## src/verilog/cri_pkg.sv

```systemverilog
package cri_pkg;

  // ----------------------------------------------------------------------
  // Default sizes
  // ----------------------------------------------------------------------
  localparam int ADDR_W = 16;
  localparam int DATA_W = 32;
  localparam int CACHE_LINES = 4;
  localparam int BUF_DEPTH = 2;
  localparam int ACC_REGS = 4;
  localparam int PEND_W = 4;

  // ----------------------------------------------------------------------
  // Upstream request kinds
  // ----------------------------------------------------------------------
  typedef enum logic [2:0] {
    REQ_WRITE_INVALIDATE = 3'h0,
    REQ_WRITE_KEEP_MODIFIED = 3'h1,
    REQ_WRITE_PUSH = 3'h2,
    REQ_READ_INVALIDATE = 3'h3,
    REQ_READ_SHARED = 3'h4,
    REQ_WRITE_BARRIER = 3'h5,
    REQ_INTERRUPT = 3'h6
  } cri_req_type;

  // ----------------------------------------------------------------------
  // Virtual channels
  // ----------------------------------------------------------------------
  typedef enum logic [1:0] {
    CH_AUTO = 2'h0,
    CH_LOW_LATENCY = 2'h1,
    CH_HIGH_A = 2'h2,
    CH_HIGH_B = 2'h3
  } cri_chan_type;

  // ----------------------------------------------------------------------
  // Cache line states
  // ----------------------------------------------------------------------
  typedef enum logic [1:0] {
    LINE_I = 2'h0,
    LINE_S = 2'h1,
    LINE_M = 2'h2
  } cri_line_type;

  // ----------------------------------------------------------------------
  // Link cycles
  // ----------------------------------------------------------------------
  typedef enum logic [3:0] {
    CYC_NONE = 4'h0,
    CYC_CODE_READ = 4'h1,
    CYC_CURRENT_READ = 4'h2,
    CYC_OWN_EXCLUSIVE = 4'h3,
    CYC_WRITEBACK_TO_INVALID = 4'h4,
    CYC_CLEAN_EVICT = 4'h5,
    CYC_PUSHED_WRITEBACK = 4'h6,
    CYC_ZERO_LENGTH_FLUSH_READ = 4'h7,
    CYC_INTERRUPT = 4'h8
  } cri_cyc_type;

  // ----------------------------------------------------------------------
  // Write response kinds and downstream request kinds
  // ----------------------------------------------------------------------
  typedef enum logic [1:0] {
    RSP_WRITE = 2'h0,
    RSP_BARRIER = 2'h1,
    RSP_INTERRUPT = 2'h2
  } cri_rsp_type;

  typedef enum logic [1:0] {
    DN_REG_READ = 2'h0,
    DN_REG_WRITE = 2'h1,
    DN_USER_MESSAGE = 2'h2,
    DN_USER_MESSAGE_HINT = 2'h3
  } cri_dn_type;

  // ----------------------------------------------------------------------
  // Engine states, Gray along the usual path from ST_IDLE up to ST_POST
  // ----------------------------------------------------------------------
  typedef enum logic [2:0] {
    ST_IDLE = 3'b000,
    ST_VICTIM = 3'b001,
    ST_FETCH = 3'b011,
    ST_RESP = 3'b010,
    ST_POST = 3'b110
  } cri_state_type;

endpackage : cri_pkg
```

## src/verilog/cri_link_if.sv

```systemverilog
interface cri_link_if #(
  parameter int ADDR_W = cri_pkg::ADDR_W,
  parameter int DATA_W = cri_pkg::DATA_W
);
  // Upstream requests
  logic req_valid;
  logic req_ready;
  cri_pkg::cri_req_type req_type;
  cri_pkg::cri_chan_type req_chan;
  logic [ADDR_W-1:0] req_addr;
  logic [DATA_W-1:0] req_data;
  // Read and write responses
  logic rd_rsp_valid;
  logic [DATA_W-1:0] rd_rsp_data;
  cri_pkg::cri_chan_type rd_rsp_chan;
  logic wr_rsp_valid;
  cri_pkg::cri_rsp_type wr_rsp_kind;
  cri_pkg::cri_chan_type wr_rsp_chan;
  // Downstream host register traffic
  logic dn_valid;
  cri_pkg::cri_dn_type dn_type;
  logic [ADDR_W-1:0] dn_addr;
  logic [DATA_W-1:0] dn_data;
  logic up_rsp_valid;
  logic [DATA_W-1:0] up_rsp_data;

  modport hiu (
    input req_valid, req_type, req_chan, req_addr, req_data,
    output req_ready,
    output rd_rsp_valid, rd_rsp_data, rd_rsp_chan,
    output wr_rsp_valid, wr_rsp_kind, wr_rsp_chan,
    output dn_valid, dn_type, dn_addr, dn_data,
    input up_rsp_valid, up_rsp_data
  );

  modport acc (
    output req_valid, req_type, req_chan, req_addr, req_data,
    input req_ready,
    input rd_rsp_valid, rd_rsp_data, rd_rsp_chan,
    input wr_rsp_valid, wr_rsp_kind, wr_rsp_chan,
    input dn_valid, dn_type, dn_addr, dn_data,
    output up_rsp_valid, up_rsp_data
  );
endinterface : cri_link_if

```

## src/verilog/cri_host_interface_unit.sv

```systemverilog
module cri_host_interface_unit #(
  parameter int ADDR_W = cri_pkg::ADDR_W,
  parameter int DATA_W = cri_pkg::DATA_W,
  parameter int LINES = cri_pkg::CACHE_LINES,
  parameter int DEPTH = cri_pkg::BUF_DEPTH
) (
  // Clock and reset
  input wire logic ref_clk,
  input wire logic reset,
  // Accelerator end
  cri_link_if.hiu acc,
  // Link cycles
  output logic cyc_valid,
  output cri_pkg::cri_cyc_type cyc_type,
  output logic [ADDR_W-1:0] cyc_addr,
  output logic [DATA_W-1:0] cyc_data,
  input wire logic cyc_ack,
  input wire logic [DATA_W-1:0] cyc_rd_data,
  // Host register traffic
  input wire logic host_valid,
  input wire cri_pkg::cri_dn_type host_type,
  input wire logic [ADDR_W-1:0] host_addr,
  input wire logic [DATA_W-1:0] host_data,
  output logic host_rsp_valid,
  output logic [DATA_W-1:0] host_rsp_data
);

  localparam int IDX_W = (LINES > 1) ? $clog2(LINES) : 1;
  localparam int PTR_W = (DEPTH > 1) ? $clog2(DEPTH) : 1;
  localparam logic [PTR_W:0] BUF_FULL = (PTR_W+1)'(DEPTH);

  // ----------------------------------------------------------------------
  // Helpers
  // ----------------------------------------------------------------------
  function automatic logic is_read(input cri_pkg::cri_req_type t);
    is_read = (t == cri_pkg::REQ_READ_INVALIDATE) ||
              (t == cri_pkg::REQ_READ_SHARED);
  endfunction : is_read

  function automatic logic is_write(input cri_pkg::cri_req_type t);
    is_write = (t == cri_pkg::REQ_WRITE_INVALIDATE) ||
               (t == cri_pkg::REQ_WRITE_KEEP_MODIFIED) ||
               (t == cri_pkg::REQ_WRITE_PUSH);
  endfunction : is_write

  function automatic logic [PTR_W-1:0] ptr_inc(input logic [PTR_W-1:0] p);
    ptr_inc = (p == PTR_W'(DEPTH - 1)) ? '0 : p + 1'b1;
  endfunction : ptr_inc

  // ----------------------------------------------------------------------
  // Request intake: one read slot, ordered buffer for the rest
  // ----------------------------------------------------------------------
  // Reads get their own slot so queued writes never hold them back;
  // everything else keeps arrival order in the buffer.
  logic rd_full;
  cri_pkg::cri_req_type rd_type;
  cri_pkg::cri_chan_type rd_chan;
  logic [ADDR_W-1:0] rd_addr;
  cri_pkg::cri_req_type wq_type [DEPTH];
  cri_pkg::cri_chan_type wq_chan [DEPTH];
  logic [ADDR_W-1:0] wq_addr [DEPTH];
  logic [DATA_W-1:0] wq_data [DEPTH];
  logic [PTR_W-1:0] wq_wr;
  logic [PTR_W-1:0] wq_rd;
  logic [PTR_W:0] wq_count;

  cri_pkg::cri_state_type state;
  cri_pkg::cri_state_type next_state;

  wire in_read = is_read(acc.req_type);
  wire wq_full = (wq_count == BUF_FULL);
  assign acc.req_ready = in_read ? !rd_full : !wq_full;
  wire rd_push = acc.req_valid && acc.req_ready && in_read;
  wire wq_push = acc.req_valid && acc.req_ready && !in_read;
  wire start = (state == cri_pkg::ST_IDLE) &&
               (rd_full || (wq_count != '0));
  wire take_read = rd_full;
  wire wq_pop = start && !take_read;

  always_ff @(posedge ref_clk) begin
    if (reset) begin
      rd_full <= 1'b0;
      wq_wr <= '0;
      wq_rd <= '0;
      wq_count <= '0;
    end else begin
      if (rd_push) begin
        rd_full <= 1'b1;
      end else if (start && take_read) begin
        rd_full <= 1'b0;
      end
      if (wq_push) begin
        wq_wr <= ptr_inc(wq_wr);
      end
      if (wq_pop) begin
        wq_rd <= ptr_inc(wq_rd);
      end
      if (wq_push && !wq_pop) begin
        wq_count <= wq_count + 1'b1;
      end else if (wq_pop && !wq_push) begin
        wq_count <= wq_count - 1'b1;
      end
    end
  end

  always_ff @(posedge ref_clk) begin
    if (rd_push) begin
      rd_type <= acc.req_type;
      rd_chan <= acc.req_chan;
      rd_addr <= acc.req_addr;
    end
    if (wq_push) begin
      wq_type[wq_wr] <= acc.req_type;
      wq_chan[wq_wr] <= acc.req_chan;
      wq_addr[wq_wr] <= acc.req_addr;
      wq_data[wq_wr] <= acc.req_data;
    end
  end

  // ----------------------------------------------------------------------
  // Cache lookup and phase plan for the chosen request
  // ----------------------------------------------------------------------
  cri_pkg::cri_line_type line_state [LINES];
  logic [ADDR_W-1:0] line_addr [LINES];
  logic [DATA_W-1:0] line_data [LINES];

  wire cri_pkg::cri_req_type h_type = take_read ? rd_type : wq_type[wq_rd];
  wire cri_pkg::cri_chan_type h_chan = take_read ? rd_chan : wq_chan[wq_rd];
  wire [ADDR_W-1:0] h_addr = take_read ? rd_addr : wq_addr[wq_rd];
  wire [DATA_W-1:0] h_data = wq_data[wq_rd];
  wire [IDX_W-1:0] h_idx = h_addr[IDX_W-1:0];
  wire cri_pkg::cri_line_type l_st = line_state[h_idx];
  // Hit test is per address only; ordering never depends on it.
  wire hit = (l_st != cri_pkg::LINE_I) && (line_addr[h_idx] == h_addr);
  wire h_mem = is_read(h_type) || is_write(h_type);
  wire victim = h_mem && (l_st != cri_pkg::LINE_I) && !hit;
  wire h_shared = (h_type == cri_pkg::REQ_READ_SHARED);

  wire cri_pkg::cri_cyc_type plan_v = !victim ? cri_pkg::CYC_NONE :
    (l_st == cri_pkg::LINE_M) ? cri_pkg::CYC_WRITEBACK_TO_INVALID :
    cri_pkg::CYC_CLEAN_EVICT;
  wire cri_pkg::cri_cyc_type plan_f =
    is_read(h_type) ? (hit ? cri_pkg::CYC_NONE :
      (h_shared ? cri_pkg::CYC_CODE_READ :
       cri_pkg::CYC_CURRENT_READ)) :
    is_write(h_type) ? ((hit && l_st == cri_pkg::LINE_M) ?
      cri_pkg::CYC_NONE : cri_pkg::CYC_OWN_EXCLUSIVE) :
    (h_type == cri_pkg::REQ_WRITE_BARRIER) ?
      ((h_chan != cri_pkg::CH_LOW_LATENCY) ?
       cri_pkg::CYC_ZERO_LENGTH_FLUSH_READ : cri_pkg::CYC_NONE) :
    cri_pkg::CYC_INTERRUPT;
  wire cri_pkg::cri_cyc_type plan_p =
    (h_type == cri_pkg::REQ_WRITE_INVALIDATE) ?
      cri_pkg::CYC_WRITEBACK_TO_INVALID :
    (h_type == cri_pkg::REQ_WRITE_PUSH) ? cri_pkg::CYC_PUSHED_WRITEBACK :
    ((h_type == cri_pkg::REQ_WRITE_KEEP_MODIFIED) && victim) ?
      cri_pkg::CYC_WRITEBACK_TO_INVALID : cri_pkg::CYC_NONE;
  wire cri_pkg::cri_line_type plan_final =
    is_read(h_type) ? (hit ? l_st :
      (h_shared ? cri_pkg::LINE_S : cri_pkg::LINE_I)) :
    ((plan_p == cri_pkg::CYC_NONE) ? cri_pkg::LINE_M : cri_pkg::LINE_I);

  // ----------------------------------------------------------------------
  // Phase engine
  // ----------------------------------------------------------------------
  // One request at a time: every write except a REQ_WRITE_KEEP_MODIFIED needing no eviction is committed on the link before
  // the next buffered entry starts, which is what makes barriers cheap
  // here at the price of write throughput.
  cri_pkg::cri_cyc_type p_cyc_v;
  cri_pkg::cri_cyc_type p_cyc_f;
  cri_pkg::cri_cyc_type p_cyc_p;
  cri_pkg::cri_line_type p_final;
  cri_pkg::cri_req_type p_type;
  cri_pkg::cri_chan_type p_chan;
  logic p_read;
  logic p_upd;
  logic [IDX_W-1:0] p_idx;
  logic [ADDR_W-1:0] p_addr;
  logic [ADDR_W-1:0] v_addr;
  logic [DATA_W-1:0] v_data;
  logic [DATA_W-1:0] p_data;
  logic [DATA_W-1:0] rdata;

  wire cri_pkg::cri_cyc_type stage_cyc =
    (state == cri_pkg::ST_VICTIM) ? p_cyc_v :
    (state == cri_pkg::ST_FETCH) ? p_cyc_f :
    (state == cri_pkg::ST_POST) ? p_cyc_p : cri_pkg::CYC_NONE;
  wire stage_busy = (stage_cyc != cri_pkg::CYC_NONE);
  wire stage_done = !stage_busy || cyc_ack;

  always_comb begin
    next_state = state;
    unique case (state)
      cri_pkg::ST_IDLE: if (start) next_state = cri_pkg::ST_VICTIM;
      cri_pkg::ST_VICTIM: if (stage_done) next_state = cri_pkg::ST_FETCH;
      cri_pkg::ST_FETCH: if (stage_done) next_state = cri_pkg::ST_RESP;
      cri_pkg::ST_RESP: next_state = cri_pkg::ST_POST;
      cri_pkg::ST_POST: if (stage_done) next_state = cri_pkg::ST_IDLE;
      default: next_state = cri_pkg::ST_IDLE;
    endcase
  end

  always_ff @(posedge ref_clk) begin
    if (reset) begin
      state <= cri_pkg::ST_IDLE;
    end else begin
      state <= next_state;
    end
  end

  always_ff @(posedge ref_clk) begin
    if (reset) begin
      p_cyc_v <= cri_pkg::CYC_NONE;
      p_cyc_f <= cri_pkg::CYC_NONE;
      p_cyc_p <= cri_pkg::CYC_NONE;
      p_final <= cri_pkg::LINE_I;
      p_type <= cri_pkg::REQ_READ_INVALIDATE;
      p_chan <= cri_pkg::CH_AUTO;
      p_read <= 1'b0;
      p_upd <= 1'b0;
      p_idx <= '0;
      p_addr <= '0;
      v_addr <= '0;
      v_data <= '0;
      p_data <= '0;
      rdata <= '0;
    end else if (start) begin
      p_cyc_v <= plan_v;
      p_cyc_f <= plan_f;
      p_cyc_p <= plan_p;
      p_final <= plan_final;
      p_type <= h_type;
      p_chan <= h_chan;
      p_read <= is_read(h_type);
      p_upd <= h_mem;
      p_idx <= h_idx;
      p_addr <= h_addr;
      v_addr <= line_addr[h_idx];
      v_data <= line_data[h_idx];
      p_data <= h_data;
      rdata <= line_data[h_idx];
    end else if ((state == cri_pkg::ST_FETCH) && stage_busy && cyc_ack &&
                 p_read) begin
      rdata <= cyc_rd_data;
    end
  end

  // Line state is written once, when the last phase completes.
  always_ff @(posedge ref_clk) begin
    if (reset) begin
      for (int i = 0; i < LINES; i++) begin
        line_state[i] <= cri_pkg::LINE_I;
      end
    end else if ((state == cri_pkg::ST_POST) && stage_done && p_upd) begin
      line_state[p_idx] <= p_final;
      line_addr[p_idx] <= p_addr;
      line_data[p_idx] <= p_read ? rdata : p_data;
    end
  end

  // ----------------------------------------------------------------------
  // Link and response outputs
  // ----------------------------------------------------------------------
  assign cyc_valid = stage_busy;
  assign cyc_type = stage_cyc;
  assign cyc_addr = (state == cri_pkg::ST_VICTIM) ? v_addr : p_addr;
  assign cyc_data = (state == cri_pkg::ST_VICTIM) ? v_data : p_data;

  // Responses carry the request's own channel; auto-channel requests get
  // no stronger promise than that.
  wire in_resp = (state == cri_pkg::ST_RESP);
  assign acc.rd_rsp_valid = in_resp && p_read;
  assign acc.rd_rsp_data = rdata;
  assign acc.rd_rsp_chan = p_chan;
  assign acc.wr_rsp_valid = in_resp && !p_read;
  assign acc.wr_rsp_kind =
    (p_type == cri_pkg::REQ_WRITE_BARRIER) ? cri_pkg::RSP_BARRIER :
    (p_type == cri_pkg::REQ_INTERRUPT) ? cri_pkg::RSP_INTERRUPT :
    cri_pkg::RSP_WRITE;
  assign acc.wr_rsp_chan = p_chan;

  // ----------------------------------------------------------------------
  // Host register traffic, registered both ways
  // ----------------------------------------------------------------------
  always_ff @(posedge ref_clk) begin
    if (reset) begin
      acc.dn_valid <= 1'b0;
      acc.dn_type <= cri_pkg::DN_REG_READ;
      acc.dn_addr <= '0;
      acc.dn_data <= '0;
      host_rsp_valid <= 1'b0;
      host_rsp_data <= '0;
    end else begin
      acc.dn_valid <= host_valid;
      acc.dn_type <= host_type;
      acc.dn_addr <= host_addr;
      acc.dn_data <= host_data;
      host_rsp_valid <= acc.up_rsp_valid;
      host_rsp_data <= acc.up_rsp_data;
    end
  end

endmodule : cri_host_interface_unit

```

## src/flat_wrapper.sv

```systemverilog
// flat-port wrapper written by rule: the top's interface ports become plain ports
module cri_host_interface_unit_flat 
#(
  parameter int ADDR_W = cri_pkg::ADDR_W,
  parameter int DATA_W = cri_pkg::DATA_W,
  parameter int LINES = cri_pkg::CACHE_LINES,
  parameter int DEPTH = cri_pkg::BUF_DEPTH
)
  (ref_clk, reset, cyc_valid, cyc_type, cyc_addr, cyc_data, cyc_ack, cyc_rd_data, host_valid, host_type, host_addr, host_data, host_rsp_valid, host_rsp_data, acc_req_valid, acc_req_type, acc_req_chan, acc_req_addr, acc_req_data, acc_req_ready, acc_rd_rsp_valid, acc_rd_rsp_data, acc_rd_rsp_chan, acc_wr_rsp_valid, acc_wr_rsp_kind, acc_wr_rsp_chan, acc_dn_valid, acc_dn_type, acc_dn_addr, acc_dn_data, acc_up_rsp_valid, acc_up_rsp_data);
  cri_link_if #(.ADDR_W(ADDR_W), .DATA_W(DATA_W)) acc_i ();
  input wire logic ref_clk;
  input wire logic reset;
  output logic cyc_valid;
  output cri_pkg::cri_cyc_type cyc_type;
  output logic [ADDR_W-1:0] cyc_addr;
  output logic [DATA_W-1:0] cyc_data;
  input wire logic cyc_ack;
  input wire logic [DATA_W-1:0] cyc_rd_data;
  input wire logic host_valid;
  input wire cri_pkg::cri_dn_type host_type;
  input wire logic [ADDR_W-1:0] host_addr;
  input wire logic [DATA_W-1:0] host_data;
  output logic host_rsp_valid;
  output logic [DATA_W-1:0] host_rsp_data;
  input wire logic [$bits(acc_i.req_valid)-1:0] acc_req_valid;
  input wire logic [$bits(acc_i.req_type)-1:0] acc_req_type;
  input wire logic [$bits(acc_i.req_chan)-1:0] acc_req_chan;
  input wire logic [$bits(acc_i.req_addr)-1:0] acc_req_addr;
  input wire logic [$bits(acc_i.req_data)-1:0] acc_req_data;
  output wire logic [$bits(acc_i.req_ready)-1:0] acc_req_ready;
  output wire logic [$bits(acc_i.rd_rsp_valid)-1:0] acc_rd_rsp_valid;
  output wire logic [$bits(acc_i.rd_rsp_data)-1:0] acc_rd_rsp_data;
  output wire logic [$bits(acc_i.rd_rsp_chan)-1:0] acc_rd_rsp_chan;
  output wire logic [$bits(acc_i.wr_rsp_valid)-1:0] acc_wr_rsp_valid;
  output wire logic [$bits(acc_i.wr_rsp_kind)-1:0] acc_wr_rsp_kind;
  output wire logic [$bits(acc_i.wr_rsp_chan)-1:0] acc_wr_rsp_chan;
  output wire logic [$bits(acc_i.dn_valid)-1:0] acc_dn_valid;
  output wire logic [$bits(acc_i.dn_type)-1:0] acc_dn_type;
  output wire logic [$bits(acc_i.dn_addr)-1:0] acc_dn_addr;
  output wire logic [$bits(acc_i.dn_data)-1:0] acc_dn_data;
  input wire logic [$bits(acc_i.up_rsp_valid)-1:0] acc_up_rsp_valid;
  input wire logic [$bits(acc_i.up_rsp_data)-1:0] acc_up_rsp_data;
  assign acc_i.req_valid = acc_req_valid;
  assign acc_i.req_type = acc_req_type;
  assign acc_i.req_chan = acc_req_chan;
  assign acc_i.req_addr = acc_req_addr;
  assign acc_i.req_data = acc_req_data;
  assign acc_req_ready = acc_i.req_ready;
  assign acc_rd_rsp_valid = acc_i.rd_rsp_valid;
  assign acc_rd_rsp_data = acc_i.rd_rsp_data;
  assign acc_rd_rsp_chan = acc_i.rd_rsp_chan;
  assign acc_wr_rsp_valid = acc_i.wr_rsp_valid;
  assign acc_wr_rsp_kind = acc_i.wr_rsp_kind;
  assign acc_wr_rsp_chan = acc_i.wr_rsp_chan;
  assign acc_dn_valid = acc_i.dn_valid;
  assign acc_dn_type = acc_i.dn_type;
  assign acc_dn_addr = acc_i.dn_addr;
  assign acc_dn_data = acc_i.dn_data;
  assign acc_i.up_rsp_valid = acc_up_rsp_valid;
  assign acc_i.up_rsp_data = acc_up_rsp_data;
  cri_host_interface_unit #(.ADDR_W(ADDR_W), .DATA_W(DATA_W), .LINES(LINES), .DEPTH(DEPTH)) u_core (.ref_clk(ref_clk), .reset(reset), .acc(acc_i), .cyc_valid(cyc_valid), .cyc_type(cyc_type), .cyc_addr(cyc_addr), .cyc_data(cyc_data), .cyc_ack(cyc_ack), .cyc_rd_data(cyc_rd_data), .host_valid(host_valid), .host_type(host_type), .host_addr(host_addr), .host_data(host_data), .host_rsp_valid(host_rsp_valid), .host_rsp_data(host_rsp_data));
endmodule
```

## config.mk

```make
export PLATFORM = sky130hd
export DESIGN_NAME = cri_host_interface_unit_flat
export DESIGN_NICKNAME = d
export VERILOG_FILES = /design/src/verilog/cri_pkg.sv /design/src/verilog/cri_link_if.sv /design/src/verilog/cri_host_interface_unit.sv /design/src/flat_wrapper.sv
export SDC_FILE = /design/constraint.sdc
export NUM_CORES = 1
export LEC_CHECK = 0
export ABC_AREA = 1
export BUFFER_PORTS_ARGS = -buffer_cell sky130_fd_sc_hd__buf_4
export CAP_MARGIN = 20
export CORE_ASPECT_RATIO = 1.75
export CORE_UTILIZATION = 49
export DETAILED_ROUTE_END_ITERATION = 10
export GPL_TIMING_DRIVEN = 1
export HOLD_SLACK_MARGIN = 0.08
export PLACE_DENSITY_LB_ADDON = 0.2
export SETUP_SLACK_MARGIN = 0.05
export SYNTH_ARGS = -nofsm -noshare
export SYNTH_HDL_FRONTEND = slang
export SYNTH_SLANG_ARGS = --single-unit
```

## constraint.sdc

```tcl
create_clock -name ref_clk -period 4.6 [get_ports ref_clk]
set_input_delay 0.46 -clock ref_clk [delete_from_list [all_inputs] [get_ports ref_clk]]
set_output_delay 0.46 -clock ref_clk [all_outputs]
set_load 0.01 [all_outputs]
```

# After elaboration in Yosys (flattened, before gate mapping)
# Memories as Yosys holds them, arrays and structs flattened. A register that Yosys moved wholly into a read port is not among the register bits.
# Cells that the tools add are included.
[classes]
add_sub_neg = 4
reduce_logical = 46
eq_ne = 21
n_mux = 57
[op_table]
columns = ["op", "n"]
rows = [
  ["$mux W32", 4],
  ["$mux W4", 10],
  ["$mux W16", 2],
  ["$mux W2", 12],
  ["$mux W1", 21],
  ["$mux W3", 7],
  ["$logic_and A1 B1 Y1", 20],
  ["$eq A3 B3 Y1 const B", 6],
  ["$eq A16 B16 Y1", 1],
  ["$eq A3 B2 Y1 const B", 5],
  ["$pmux W3 S5", 1],
  ["$ne A2 B1 Y1 const B", 5],
  ["$reduce_bool A2 Y1", 5],
  ["$logic_not A1 Y1", 8],
  ["$logic_or A1 B1 Y1", 7],
  ["$eq A3 B1 Y1 const B", 2],
  ["$logic_not A3 Y1", 2],
  ["$eq A2 B2 Y1 const B", 2],
  ["$logic_not A4 Y1", 1],
  ["$reduce_and A4 Y1", 1],
  ["$reduce_bool A4 Y1", 1],
  ["$add A1 B1 Y1 const B", 2],
  ["$add A2 B1 Y2 const B", 1],
  ["$reduce_or A2 Y1", 1],
  ["$sub A2 B1 Y2 const B", 1],
]
[word_totals]
output_inout_bits = 178
memories = 7
ff_bits = 232
ram_bits = 306
elab_cells = 162
[mem_list]
columns = ["memory", "words", "width", "rd", "rd_clocked_by_memory_dff", "wr", "line", "rtl"]
rows = [
  ["u_core.line_data", 4, 32, 1, 0, 1, "cri_host_interface_unit.sv:125", "logic [DATA_W-1:0] line_data [LINES];"],
  ["u_core.line_addr", 4, 16, 1, 0, 1, "cri_host_interface_unit.sv:124", "logic [ADDR_W-1:0] line_addr [LINES];"],
  ["u_core.wq_data", 2, 32, 1, 1, 1, "cri_host_interface_unit.sv:62", "logic [DATA_W-1:0] wq_data [DEPTH];"],
  ["u_core.wq_addr", 2, 16, 1, 1, 1, "cri_host_interface_unit.sv:61", "logic [ADDR_W-1:0] wq_addr [DEPTH];"],
  ["u_core.line_state", 4, 2, 1, 0, 4, "cri_host_interface_unit.sv:123", "cri_pkg::cri_line_type line_state [LINES];"],
  ["u_core.wq_type", 2, 3, 1, 1, 1, "cri_host_interface_unit.sv:59", "cri_pkg::cri_req_type wq_type [DEPTH];"],
  ["1 more memories", "-", "-", "-", "-", "-", "-", ""],
]

# Logic depth before layout (Yosys ltp)
# Gate-level depths: netlist of run 1.
[depth]
depth_word = 14
mapped_depth = 20

# Least setup slack after synthesis of run 1
# OpenSTA, ideal clock, no wires.
[synth_path]
kind = "reg2reg"
start = "reg u_core.state[2]"
end = "mem u_core.line_addr[0][0] (enable)"
path_slack_ps = 436
stages_incl_launch_ff = 16
setup_time_ps = 454
t_arrival_ps = 3711
synth_period_minus_slack_ps = 4164
required_time_ps = 4146
cell_sequence = "dfxtp_1 -> nor2_4 -> nand2_1 -> inv_1 -> nand2_1 -> o21ai_1 -> nor2_1 -> nand2_1 -> inv_1 -> nor2_1 -> inv_2 -> nand2_1 -> nor2_1 -> inv_1 -> or2_1 -> nor2_1"
[synth_between]
elab_chain_len = 12
word_cells_on_any_way = 14
classes_between = "eq/ne: 3; mux: 6; reduce/logical: 5"
[synth_lines]
columns = ["element", "line", "rtl"]
rows = [
  ["start: declaration", "cri_host_interface_unit.sv:67", "cri_pkg::cri_state_type state;"],
  ["start signal: assignment", "cri_host_interface_unit.sv:205", "state <= cri_pkg::ST_IDLE;"],
  ["start signal: assignment", "cri_host_interface_unit.sv:207", "state <= next_state;"],
  ["$eq A3 B3 Y1", "cri_host_interface_unit.sv:187", "(state == cri_pkg::ST_POST) ? p_cyc_p : cri_pkg::CYC_NONE;"],
  ["$mux W4", "cri_host_interface_unit.sv:187", ""],
  ["$mux W4", "cri_host_interface_unit.sv:186", "(state == cri_pkg::ST_FETCH) ? p_cyc_f :"],
  ["$mux W4 (*)", "cri_host_interface_unit.sv:185", "(state == cri_pkg::ST_VICTIM) ? p_cyc_v :"],
  ["net cyc_type[1]", "flat_wrapper.sv:14", "output cri_pkg::cri_cyc_type cyc_type;"],
  ["$reduce_bool A4 Y1 (*)", "cri_host_interface_unit.sv:188", "wire stage_busy = (stage_cyc != cri_pkg::CYC_NONE);"],
  ["net cyc_valid", "flat_wrapper.sv:13", "output logic cyc_valid;"],
  ["$logic_not A1 Y1 (*)", "cri_host_interface_unit.sv:189", "wire stage_done = !stage_busy || cyc_ack;"],
  ["$logic_or A1 B1 Y1 (*)", "cri_host_interface_unit.sv:189", ""],
  ["$logic_and A1 B1 Y1 (*) (2 in a row)", "cri_host_interface_unit.sv:254", "end else if ((state == cri_pkg::ST_POST) && stage_done && p_upd) begin"],
  ["$mux W1 (*)", "cri_host_interface_unit.sv:254", ""],
  ["$mux W1 (*)", "cri_host_interface_unit.sv:250", "if (reset) begin"],
  ["$mux W1 (not written as such) (*)", "cri_host_interface_unit.sv:256", "line_addr[p_idx] <= p_addr;"],
  ["end: declaration", "cri_host_interface_unit.sv:124", ""],
]
# The timed path passes the listed nets; every way through them passes the cells marked *.

# Worst setup path in the final report of run 1
[layout_path]
start = "reg u_core.state[2]"
end = "out cyc_addr[14]"
[layout_between]
elab_chain_len = 2
[layout_lines]
columns = ["element", "line", "rtl"]
rows = [
  ["$eq A3 B1 Y1", "cri_host_interface_unit.sv:266", "assign cyc_addr = (state == cri_pkg::ST_VICTIM) ? v_addr : p_addr;"],
  ["$mux W16", "cri_host_interface_unit.sv:266", ""],
  ["end: declaration", "flat_wrapper.sv:15", "output logic [ADDR_W-1:0] cyc_addr;"],
]
# Every way passes these cells.

==> results.md, run 1 <==
- Netlist cell types: 38
- Clock Sinks: 565
- Vias in the first global route: 17.8k
- Layout Nets: 2,848
- Number of post-CTS setup repair buffers: 0
- Worst endpoint required time: 4.14 ns
- Global-route usage over all layers: 27.9%
- Slew Viols, Final: 0
- CTS max path bufs: 3
- Int Power: 10.5 mW
- Critical path type: reg2out
- Hold WC Path Type: in2reg
- Max IR drop VDD: 0.383 mV
- Tightest Pin Transition: 0.981 ns
- Post-Synthesis Cells: 2,248
- Crit end category: output port
- RSZ-0062 raised after global routing: no
- Max FO, Critical Path: 42
- Async set-reset flop share out of synthesis: 0%
- Area Overhead vs Synth: 27.3%
- Detail Route Antenna Nets: 0
- Grt total ovfl: 0
- Initial core utilization: 50.0%
- Status: finished, final reports clean
- Largest net degree at the start of global routing: 86
- Final Skew: 0.0203 ns
- Initial antenna violation count: 0
- Most frequent cells in the layout: nand2_1, buf_4, edfxtp_1
- Ys flop type: edfxtp_1
- DRC Markers: 0
- # IOs: 351
- Rows: 102
- Die H: 284 um
- Switch share: 36.5%
- Count of state elements after synthesis: 565
- CTS tree: built
- Ant diodes: 0
- Drt total wl: 65.0 mm
- Syn Nets: 2,422
- Sequential power share: 40.2%
- Proportion of layout cells with a drive suffix above 1: 19.8%
- Clk root buf: clkbuf_16
- Static leakage: 12.1 nW
- Post-layout minimum cycle time: 3.24 ns
- Yosys Warn Count: 0
- Slew margin rel.: 34.6%
- Total number of vias: 17.6k
- Max-cap violation count: 0
- Final period util: 70.4%
- Commonest non-fill, non-tap cell in the layout: nand2_1
- Die width: 163 um
- Final setup viols: 0
- Die area: 0.0462 sq mm
- Clock power frac: 26.4%
- CTS resizes: 0
- Via/cell ratio: 5.34
- DRT iter0 DRCs: 1,217
- Sw Pwr: 6.04 mW
- Avg Cell Area, Syn: 9.87 sq um
- Gp weighted congestion: 0.913
- Wire per inst: 19.8 um
- Skew-Pair Late Insertion Delay: 0.59 ns
- H-tree Lvls: 2
- First-pass GRT wire length: 97.6 mm
- Achievable Freq: 0.309 GHz
- Post-synth EDFFs: 327
- Final setup TNS: 0 ns
- CP arrival: 2.78 ns
- Dpl hpwl: 43.0 mm
- WHS: 0.0953 ns
- Core area: 0.0444 sq mm
- Setup crit start kind: flip-flop
- Port bufs: 350
- CTS Buf Count: 49
- Hold Vio Cnt, Final: 0
- Sequential fraction of the synthesis area: 65.7%
- Power Density: 585 mW/mm^2
- Comb pwr share: 33.4%
- Mapped Area: 0.0222 sq mm
- Total iterations of the first detailed-routing run: 5
- Clock slew at the register clock pins of the worst setup and hold paths: 0.07 ns
routing by layer:
metal | wire length, um | track usage, % | vias to the layer above | share of wire [%]
li1 | - | - | 8338 | -
met1 | 22300 | 28.9 | 8369 | 34
met2 | 33700 | 50.3 | 690 | 52
met3 | 3860 | 4.08 | 171 | 5.9
met4 | 5220 | 20.7 | 0 | 8.0
met5 | 0 | 0 | - | 0
cells by family after synthesis:
family / after synthesis / synth area share [%]
simple gates: 879 / 16.3
flops: 565 / 65.7
compound gates: 393 / 10.0
buf+inv: 392 / 6.94
mux: 18 / 0.913
fa+ha+maj: 1 / 0.0564
state kept, by name, indices dropped and copies added, names as in the netlist, 4 cells and up, named ones only:
register	cells
u_core.line_data	128
u_core.line_addr	64
u_core.wq_data	64
u_core.acc.dn_data	32
u_core.acc.rd_rsp_data	32
u_core.host_rsp_data	32
u_core.p_data	32
u_core.v_data	32
u_core.wq_addr	32
u_core.acc.dn_addr	16
u_core.p_addr	16
u_core.rd_addr	16
u_core.v_addr	16
u_core.line_state	8
u_core.wq_type	6
u_core.p_cyc_f	4
u_core.wq_chan	4
power by group through the flow:
stage	Clock, mW	Sequential, mW	Combinational, mW
after floorplan	0	6.55	3.38
after global placement	0	6.72	5.27
after detailed placement	0	6.73	5.39
after CTS	4.42	6.63	5.50
after global routing	4.60	6.68	6.10
final	4.36	6.64	5.52
path summary, 6_finish.rpt:
check,slack (ns),cells after the start,start,end
max,1.36,6,u_core.state[2],cyc_addr[14]
min reg2reg,0.46,2,u_core.v_data[9],u_core.v_data[9]
max reg2reg,1.61,17,flip-flop,u_core.p_cyc_p[2]
min,0.1,3,acc_up_rsp_data[27],u_core.host_rsp_data[27]
synth_stat cells (2+ instances only):
cell type | instances | area (sq um)
o21ai_0 | 199 | 996
buf_1 | 16 | 60.1
a221oi_1 | 6 | 52.6
or2_2 | 30 | 188
o22ai_1 | 14 | 87.6
nand2_1 | 452 | 1700
o211ai_1 | 20 | 150
buf_6 | 2 | 22.5
nand3b_1 | 13 | 97.6
inv_2 | 3 | 11.3
nor2_2 | 3 | 18.8
o21ai_1 | 6 | 30.0
a31oi_1 | 58 | 363
a21oi_1 | 67 | 335
buf_2 | 25 | 125
a32oi_1 | 10 | 87.6
buf_4 | 6 | 45.0
o32a_1 | 9 | 90.1
inv_1 | 260 | 976
nand2_2 | 2 | 12.5
mux2_2 | 18 | 203
clkbuf_1 | 79 | 297
nor3_1 | 3 | 15.0
dfxtp_1 | 238 | 4760
nand3_1 | 123 | 616
nor2_1 | 244 | 916
edfxtp_1 | 327 | 9820
or2_1 | 2 | 12.5
nand4_1 | 4 | 25.0
critical path: stages, from the launching register on:
cell and delay [ns]:
dfxtp_1 0.48, nor2_4 0.08, nand2_2 0.07, buf_4 0.44, buf_4 0.52, mux2_2 0.42
buf_4 0.15
area by class of cell:
| class | count | area [sq um] |
|---|---|---|
| inverter | 264 | 991 |
| fill | 3556 | 16200 |
| multi-input combinational | 1291 | 6120 |
| clock inverter | 24 | 312 |
| timing repair buffer | 503 | 4120 |
| sequential | 565 | 14600 |
| tap | 572 | 716 |
| clock buffer | 68 | 1410 |
repair_timing:
action                     4_1_cts  5_1_grt
hold endpoints to repair       182        0
setup endpoints to repair        0        0
hold buffers                   114        0
metrics by stage:
stage	worst slack, ns	util [%]	cell area, sq um	total power [mW]	cells
2_1_floorplan	0.436	-	22200	9.94	2248
3_3_place_gp	1.67	57.1	25400	12.0	3080
3_5_place_dp	1.65	57.1	25400	12.1	3080
4_1_cts	1.37	63.6	28200	16.6	3286
5_1_grt	1.21	63.6	28200	17.4	3287
6_report	1.36	63.6	28200	16.5	3287
Power figures use the tool's default switching activity.
==> inputs of run 2 (changes only) <==
clock period = 2.85 ns   (was 4.6 ns; I/O delays follow)
==> run 2 against run 1 <==
Clock power is 57% higher. Sequential share of layout area is 1.2 points lower. Non-clock buffer count is 66 higher. Via count is 2.0% higher. Power is 62% higher. Sequential power is 61% higher. Critical path depth is 1 lower. Final cell count is 2.1% higher. Global-route usage is 1.3 points higher. Die area stayed put. Largest cell class unchanged.
==> results.md, run 2 (synthesis results as in run 1) <==
- Max reg flops: 128
- Clk root buf: clkbuf_16
- Largest net degree at the start of global routing: 89
- Final setup TNS: 0 ns
- Tightest Pin Transition: 1.11 ns
- Via/cell ratio: 5.34
- DRT iter0 DRCs: 1,422
- Initial core utilization: 50.0%
- Hold Vio Cnt, Final: 0
- Max IR drop VDD: 0.698 mV
- # fillers: 3,423
- Die width: 163 um
- CTS Buf Count: 51
- Skew-Pair Late Insertion Delay: 0.59 ns
- Final Skew: 0.0185 ns
- Slew margin rel.: 26.2%
- Die H: 284 um
- H-tree Lvls: 2
- Clock Sinks: 565
- Worst endpoint required time: 2.57 ns
- Final setup viols: 0
- Hold WC Path Type: in2reg
- Crit end category: output port
- Post-layout minimum cycle time: 2.60 ns
- Switch share: 36.7%
- Wire per inst: 19.9 um
- Proportion of layout cells with a drive suffix above 1: 20.1%
- RSZ-0062 raised after global routing: no
- Int Power: 16.9 mW
- Initial antenna violation count: 1
- Ant diodes: 0
- Cell breakdown of the critical path: inv_1 > nand2_4 > buf_6 > mux2_2 > buf_4
- CTS tree: built
- Slowest cell on crit path: buf_6
- Commonest non-fill, non-tap cell in the layout: nand2_1
- Most frequent cells in the layout: nand2_1, buf_4, edfxtp_1
- Max-cap violation count: 0
- Top Registers: u_core.line_data: 128 flops, u_core.line_addr: 64 flops, u_core.wq_data: 64 flops
- Area Overhead vs Synth: 30.4%
- Clock slew at the register clock pins of the worst setup and hold paths: 0.06 ns
- Critical path type: reg2out
- Setup crit start kind: flip-flop
- Total iterations of the first detailed-routing run: 6
- Clock power frac: 25.6%
- CTS max path bufs: 3
- Die area: 0.0462 sq mm
- First-pass GRT wire length: 102 mm
- Layout Nets: 2,916
- Status: finished, final reports clean
- Sw Pwr: 9.81 mW
- Static leakage: 12.4 nW
- Global-route usage over all layers: 29.2%
- Port bufs: 350
- WHS: 0.105 ns
- Grt total ovfl: 0
- # IOs: 351
- CP arrival: 2.31 ns
- Core area: 0.0444 sq mm
- Max FO, Critical Path: 79
- Drt total wl: 66.7 mm
- Comb pwr share: 34.3%
- Rows: 102
- Top reg by flops: u_core.line_data
- Sequential power share: 40.1%
- Largest stage delay, worst path: 0.51 ns
- Total number of vias: 17.9k
- DRC Markers: 0
- Power Density: 924 mW/mm^2
- Slew Viols, Final: 0
- Achievable Freq: 0.385 GHz
- Final period util: 91.1%
- Gp weighted congestion: 0.922
- Vias in the first global route: 18.6k
- Dpl hpwl: 44.4 mm
- Detail Route Antenna Nets: 0
-- run 2: changes by cell type in the layout (fill, tap and decap cells not counted), sizes merged --
cell	before	now
dlygate4sd3	114	167
buf	389	402
clkbuf	68	77
bufinv	6	2
inv	266	263
clkinv	15	17
-- run 2: path summary, 6_finish.rpt --
path	from	to	slack (ns)	depth (start not counted)
worst max register to register	u_core.state[0]	u_core.line_data[2][28]	0.30	17
worst max-delay path	u_core.state[1]	cyc_addr[9]	0.25	5
worst min-delay path	cyc_rd_data[16]	u_core.acc.rd_rsp_data[16]	0.11	3
worst min register to register	u_core.v_data[9]	u_core.v_data[9]	0.47	2
-- run 2: repair_timing --
action	in CTS	in global routing
hold buffers	167	0
gates resized for setup	1	3
buffers inserted	0	0
endpoints found under the hold margin	244	0
setup endpoints to repair	7	5
-- run 2: critical path: cells and delay by family, from the launching register on --
kind	cells	cell delay, ns
buffers and inverters	3	0.75
muxes	1	0.43
DFF	1	0.37
and+or+nand+nor	1	0.09
-- run 2: power by group through the flow --
stage / logic [mW] / clock network (mW) / registers, mW
2_1_floorplan: 5.48 / 0 / 10.6
3_3_place_gp: 8.75 / 0 / 10.8
3_5_place_dp: 8.93 / 0 / 10.9
4_1_cts: 9.17 / 6.91 / 10.7
5_1_grt: 10.1 / 7.21 / 10.8
6_report: 9.17 / 6.84 / 10.7
-- run 2: layout make-up --
cell class / instances / area (sq um) / area share (%)
flip-flops and latches: 565 / 14600 / 50.4
clock buffers: 77 / 1500 / 5.17
clock inverters: 19 / 169 / 0.584
well taps: 572 / 716 / 2.47
multi-input cells: 1291 / 6150 / 21.2
inverters: 264 / 992 / 3.43
repair buffers: 569 / 4830 / 16.7
-- run 2: per-layer routing --
layer / share of wire, % / global-route usage [%]
met2: 52 / 53.1
met5: 0.025 / 0
met1: 34 / 29.8
met3: 6.0 / 4.53
met4: 8.2 / 21.2
-- run 2: metrics by stage --
stage	instances	worst slack, ns	util [%]	power [mW]	instance area, sq um
final	3357	0.254	65.2	26.7	28900
after global routing	3357	0.0769	65.2	28.1	28900
after CTS	3357	0.240	65.1	26.8	28900
after detailed placement	3094	0.315	57.6	19.8	25600
after global placement	3094	0.341	57.6	19.6	25600
after floorplan	2248	-0.136	-	16.1	22200
==> inputs of run 3 (changes only) <==
==> constraint.sdc (replaced) <==
create_clock -name ref_clk -period 2.85 [get_ports ref_clk]
set_input_delay 0.4275 -clock ref_clk [delete_from_list [all_inputs] [get_ports ref_clk]]
set_output_delay 0.4275 -clock ref_clk [all_outputs]
set_load 0.01 [all_outputs]
==> run 3 against run 2 <==
Non-clock buffer count fell by 39. Register-to-register slack worse by 0.06 ns. Highest routed layer is now met4. Global-route usage shrank 0.079 points. Critical endpoint is now cyc_data[18]. Sequential power barely moved. Via count is 1.2% lower. Critical path type unchanged. Largest power group unchanged. First-iteration DRC count decreased by 18%. Largest cell class unchanged. Clock power barely moved.
==> results.md, run 3 (synthesis results as in run 1) <==
- Total number of vias: 17.7k
- Max FO, Critical Path: 79
- Drt total wl: 66.7 mm
- Die width: 163 um
- H-tree Lvls: 2
- Power Density: 934 mW/mm^2
- Worst endpoint required time: 2.42 ns
- Initial core utilization: 50.0%
- Core area: 0.0444 sq mm
- Post-layout minimum cycle time: 2.73 ns
- WHS: 0.101 ns
- Vias in the first global route: 18.5k
- Setup crit start kind: flip-flop
- Gp weighted congestion: 0.939
- Commonest non-fill, non-tap cell in the layout: nand2_1
- Final setup viols: 0
- Final setup TNS: 0 ns
- CTS tree: built
- CP arrival: 2.31 ns
- CTS max path bufs: 3
- DRC Markers: 0
- Final Skew: 0.0291 ns
- Detail Route Antenna Nets: 0
- Initial antenna violation count: 1
- Top reg by flops: u_core.line_data
- Critical path type: reg2out
- Rows: 102
- CTS Buf Count: 50
- Final period util: 95.9%
- Dpl hpwl: 44.1 mm
- RSZ-0062 raised after global routing: yes
- Port bufs: 350
- Skew-Pair Late Insertion Delay: 0.59 ns
- Max IR drop VDD: 0.822 mV
- Max reg flops: 128
- Layout Nets: 2,876
- Largest net degree at the start of global routing: 91
- Global-route usage over all layers: 29.1%
- Final worst slack: 0.116 ns
- Die H: 284 um
- Crit end category: output port
- # fillers: 3,498
- Die area: 0.0462 sq mm
- Clk root buf: clkbuf_16
- Place WS: 0.197 ns
- DRT iter0 DRCs: 1,165
- Slew Viols, Final: 0
- Clock slew at the register clock pins of the worst setup and hold paths: 0.07 ns
- Top Registers: u_core.line_data: 128 flops, u_core.line_addr: 64 flops, u_core.wq_data: 64 flops
- Hold WC Path Type: in2reg
- Proportion of layout cells with a drive suffix above 1: 20.1%
- # IOs: 351
- Total iterations of the first detailed-routing run: 6
- Hold Vio Cnt, Final: 0
- Most frequent cells in the layout: nand2_1, buf_4, edfxtp_1
- Grt total ovfl: 0
- Max-cap violation count: 0
- Clock Sinks: 565
- Area Overhead vs Synth: 28.9%
- Via/cell ratio: 5.34
- Status: finished, final reports clean
- Slew margin rel.: 31.5%
- Static leakage: 12.3 nW
- Tightest Pin Transition: 1.03 ns
- Achievable Freq: 0.366 GHz
- Wire per inst: 20.1 um
- First-pass GRT wire length: 102 mm
## run 3: cell count changes in the layout (fill, tap and decap cells not counted), sizes merged
| cell | change |
|---|---|
| bufinv | +3 |
| diode | +2 |
| dlygate4sd3 | -35 |
| clkinv | +5 |
| clkbuf | -11 |
| clkinvlp | +1 |
| buf | -5 |
## run 3: repair_timing
item / 4_1_cts / 5_1_grt
cloned: 0 / 0
buffers inserted: 0 / 0
gates resized for setup: 1 / 5
hold endpoints to repair: 206 / 0
endpoints found under the setup margin: 27 / 15
pin swaps: 0 / 0
hold buffers: 132 / 0
## run 3: where the power goes
| part | switching (mW) | internal, mW |
|---|---|---|
| clock | 2.98 | 3.85 |
| combinational | 5.99 | 3.17 |
| sequential | 0.832 | 9.91 |
## run 3: final timing paths
path	depth (start not counted)	to	slack (ns)	from
hold / removal	3	u_core.host_rsp_data[2]	0.10	acc_up_rsp_data[2]
hold reg to reg	2	u_core.v_data[9]	0.47	u_core.v_data[9]
setup / recovery	6	cyc_data[18]	0.12	u_core.state[0]
setup reg to reg	19	u_core.line_state[2][0]	0.24	u_core.state[0]
## run 3: worst max-delay path, stage by stage (launching register included)
cell and delay (ns):
dfxtp_2 0.35, inv_2 0.06, nor2_4 0.13, nand2_4 0.07
clkbuf_8 0.35, o21ai_0 0.53, buf_4 0.21
## run 3: metal layers
metal / vias up / GRT usage (%) / share of wire [%]
met5: - / 0 / 0
met4: 0 / 19.3 / 7.2
met3: 172 / 4.55 / 5.8
met2: 689 / 54.1 / 53
met1: 8457 / 29.3 / 34
li1: 8390 / - / -
## run 3: metrics by stage
stage / util [%] / total power, mW / cell area, sq um / cells
4_1_cts: 64.4 / 26.8 / 28600 / 3315
2_1_floorplan: - / 16.1 / 22200 / 2248
5_1_grt: 64.4 / 28.1 / 28600 / 3316
6_report: 64.4 / 26.7 / 28600 / 3317
3_5_place_dp: 57.7 / 19.8 / 25600 / 3090
3_3_place_gp: 57.7 / 19.6 / 25600 / 3090
## run 3: layout make-up
class                           count  area (sq um)  share of cell area, %
Sequential cell                   565         14600                   51.0
Multi-Input combinational cell   1291          6150                   21.5
Timing Repair Buffer              530          4510                   15.8
Clock buffer                       65          1370                   4.79
Inverter                          264           992                   3.47
Tap cell                          572           716                   2.50
Clock inverter                     28           282                  0.984
Antenna cell                        2          5.00                 0.0175
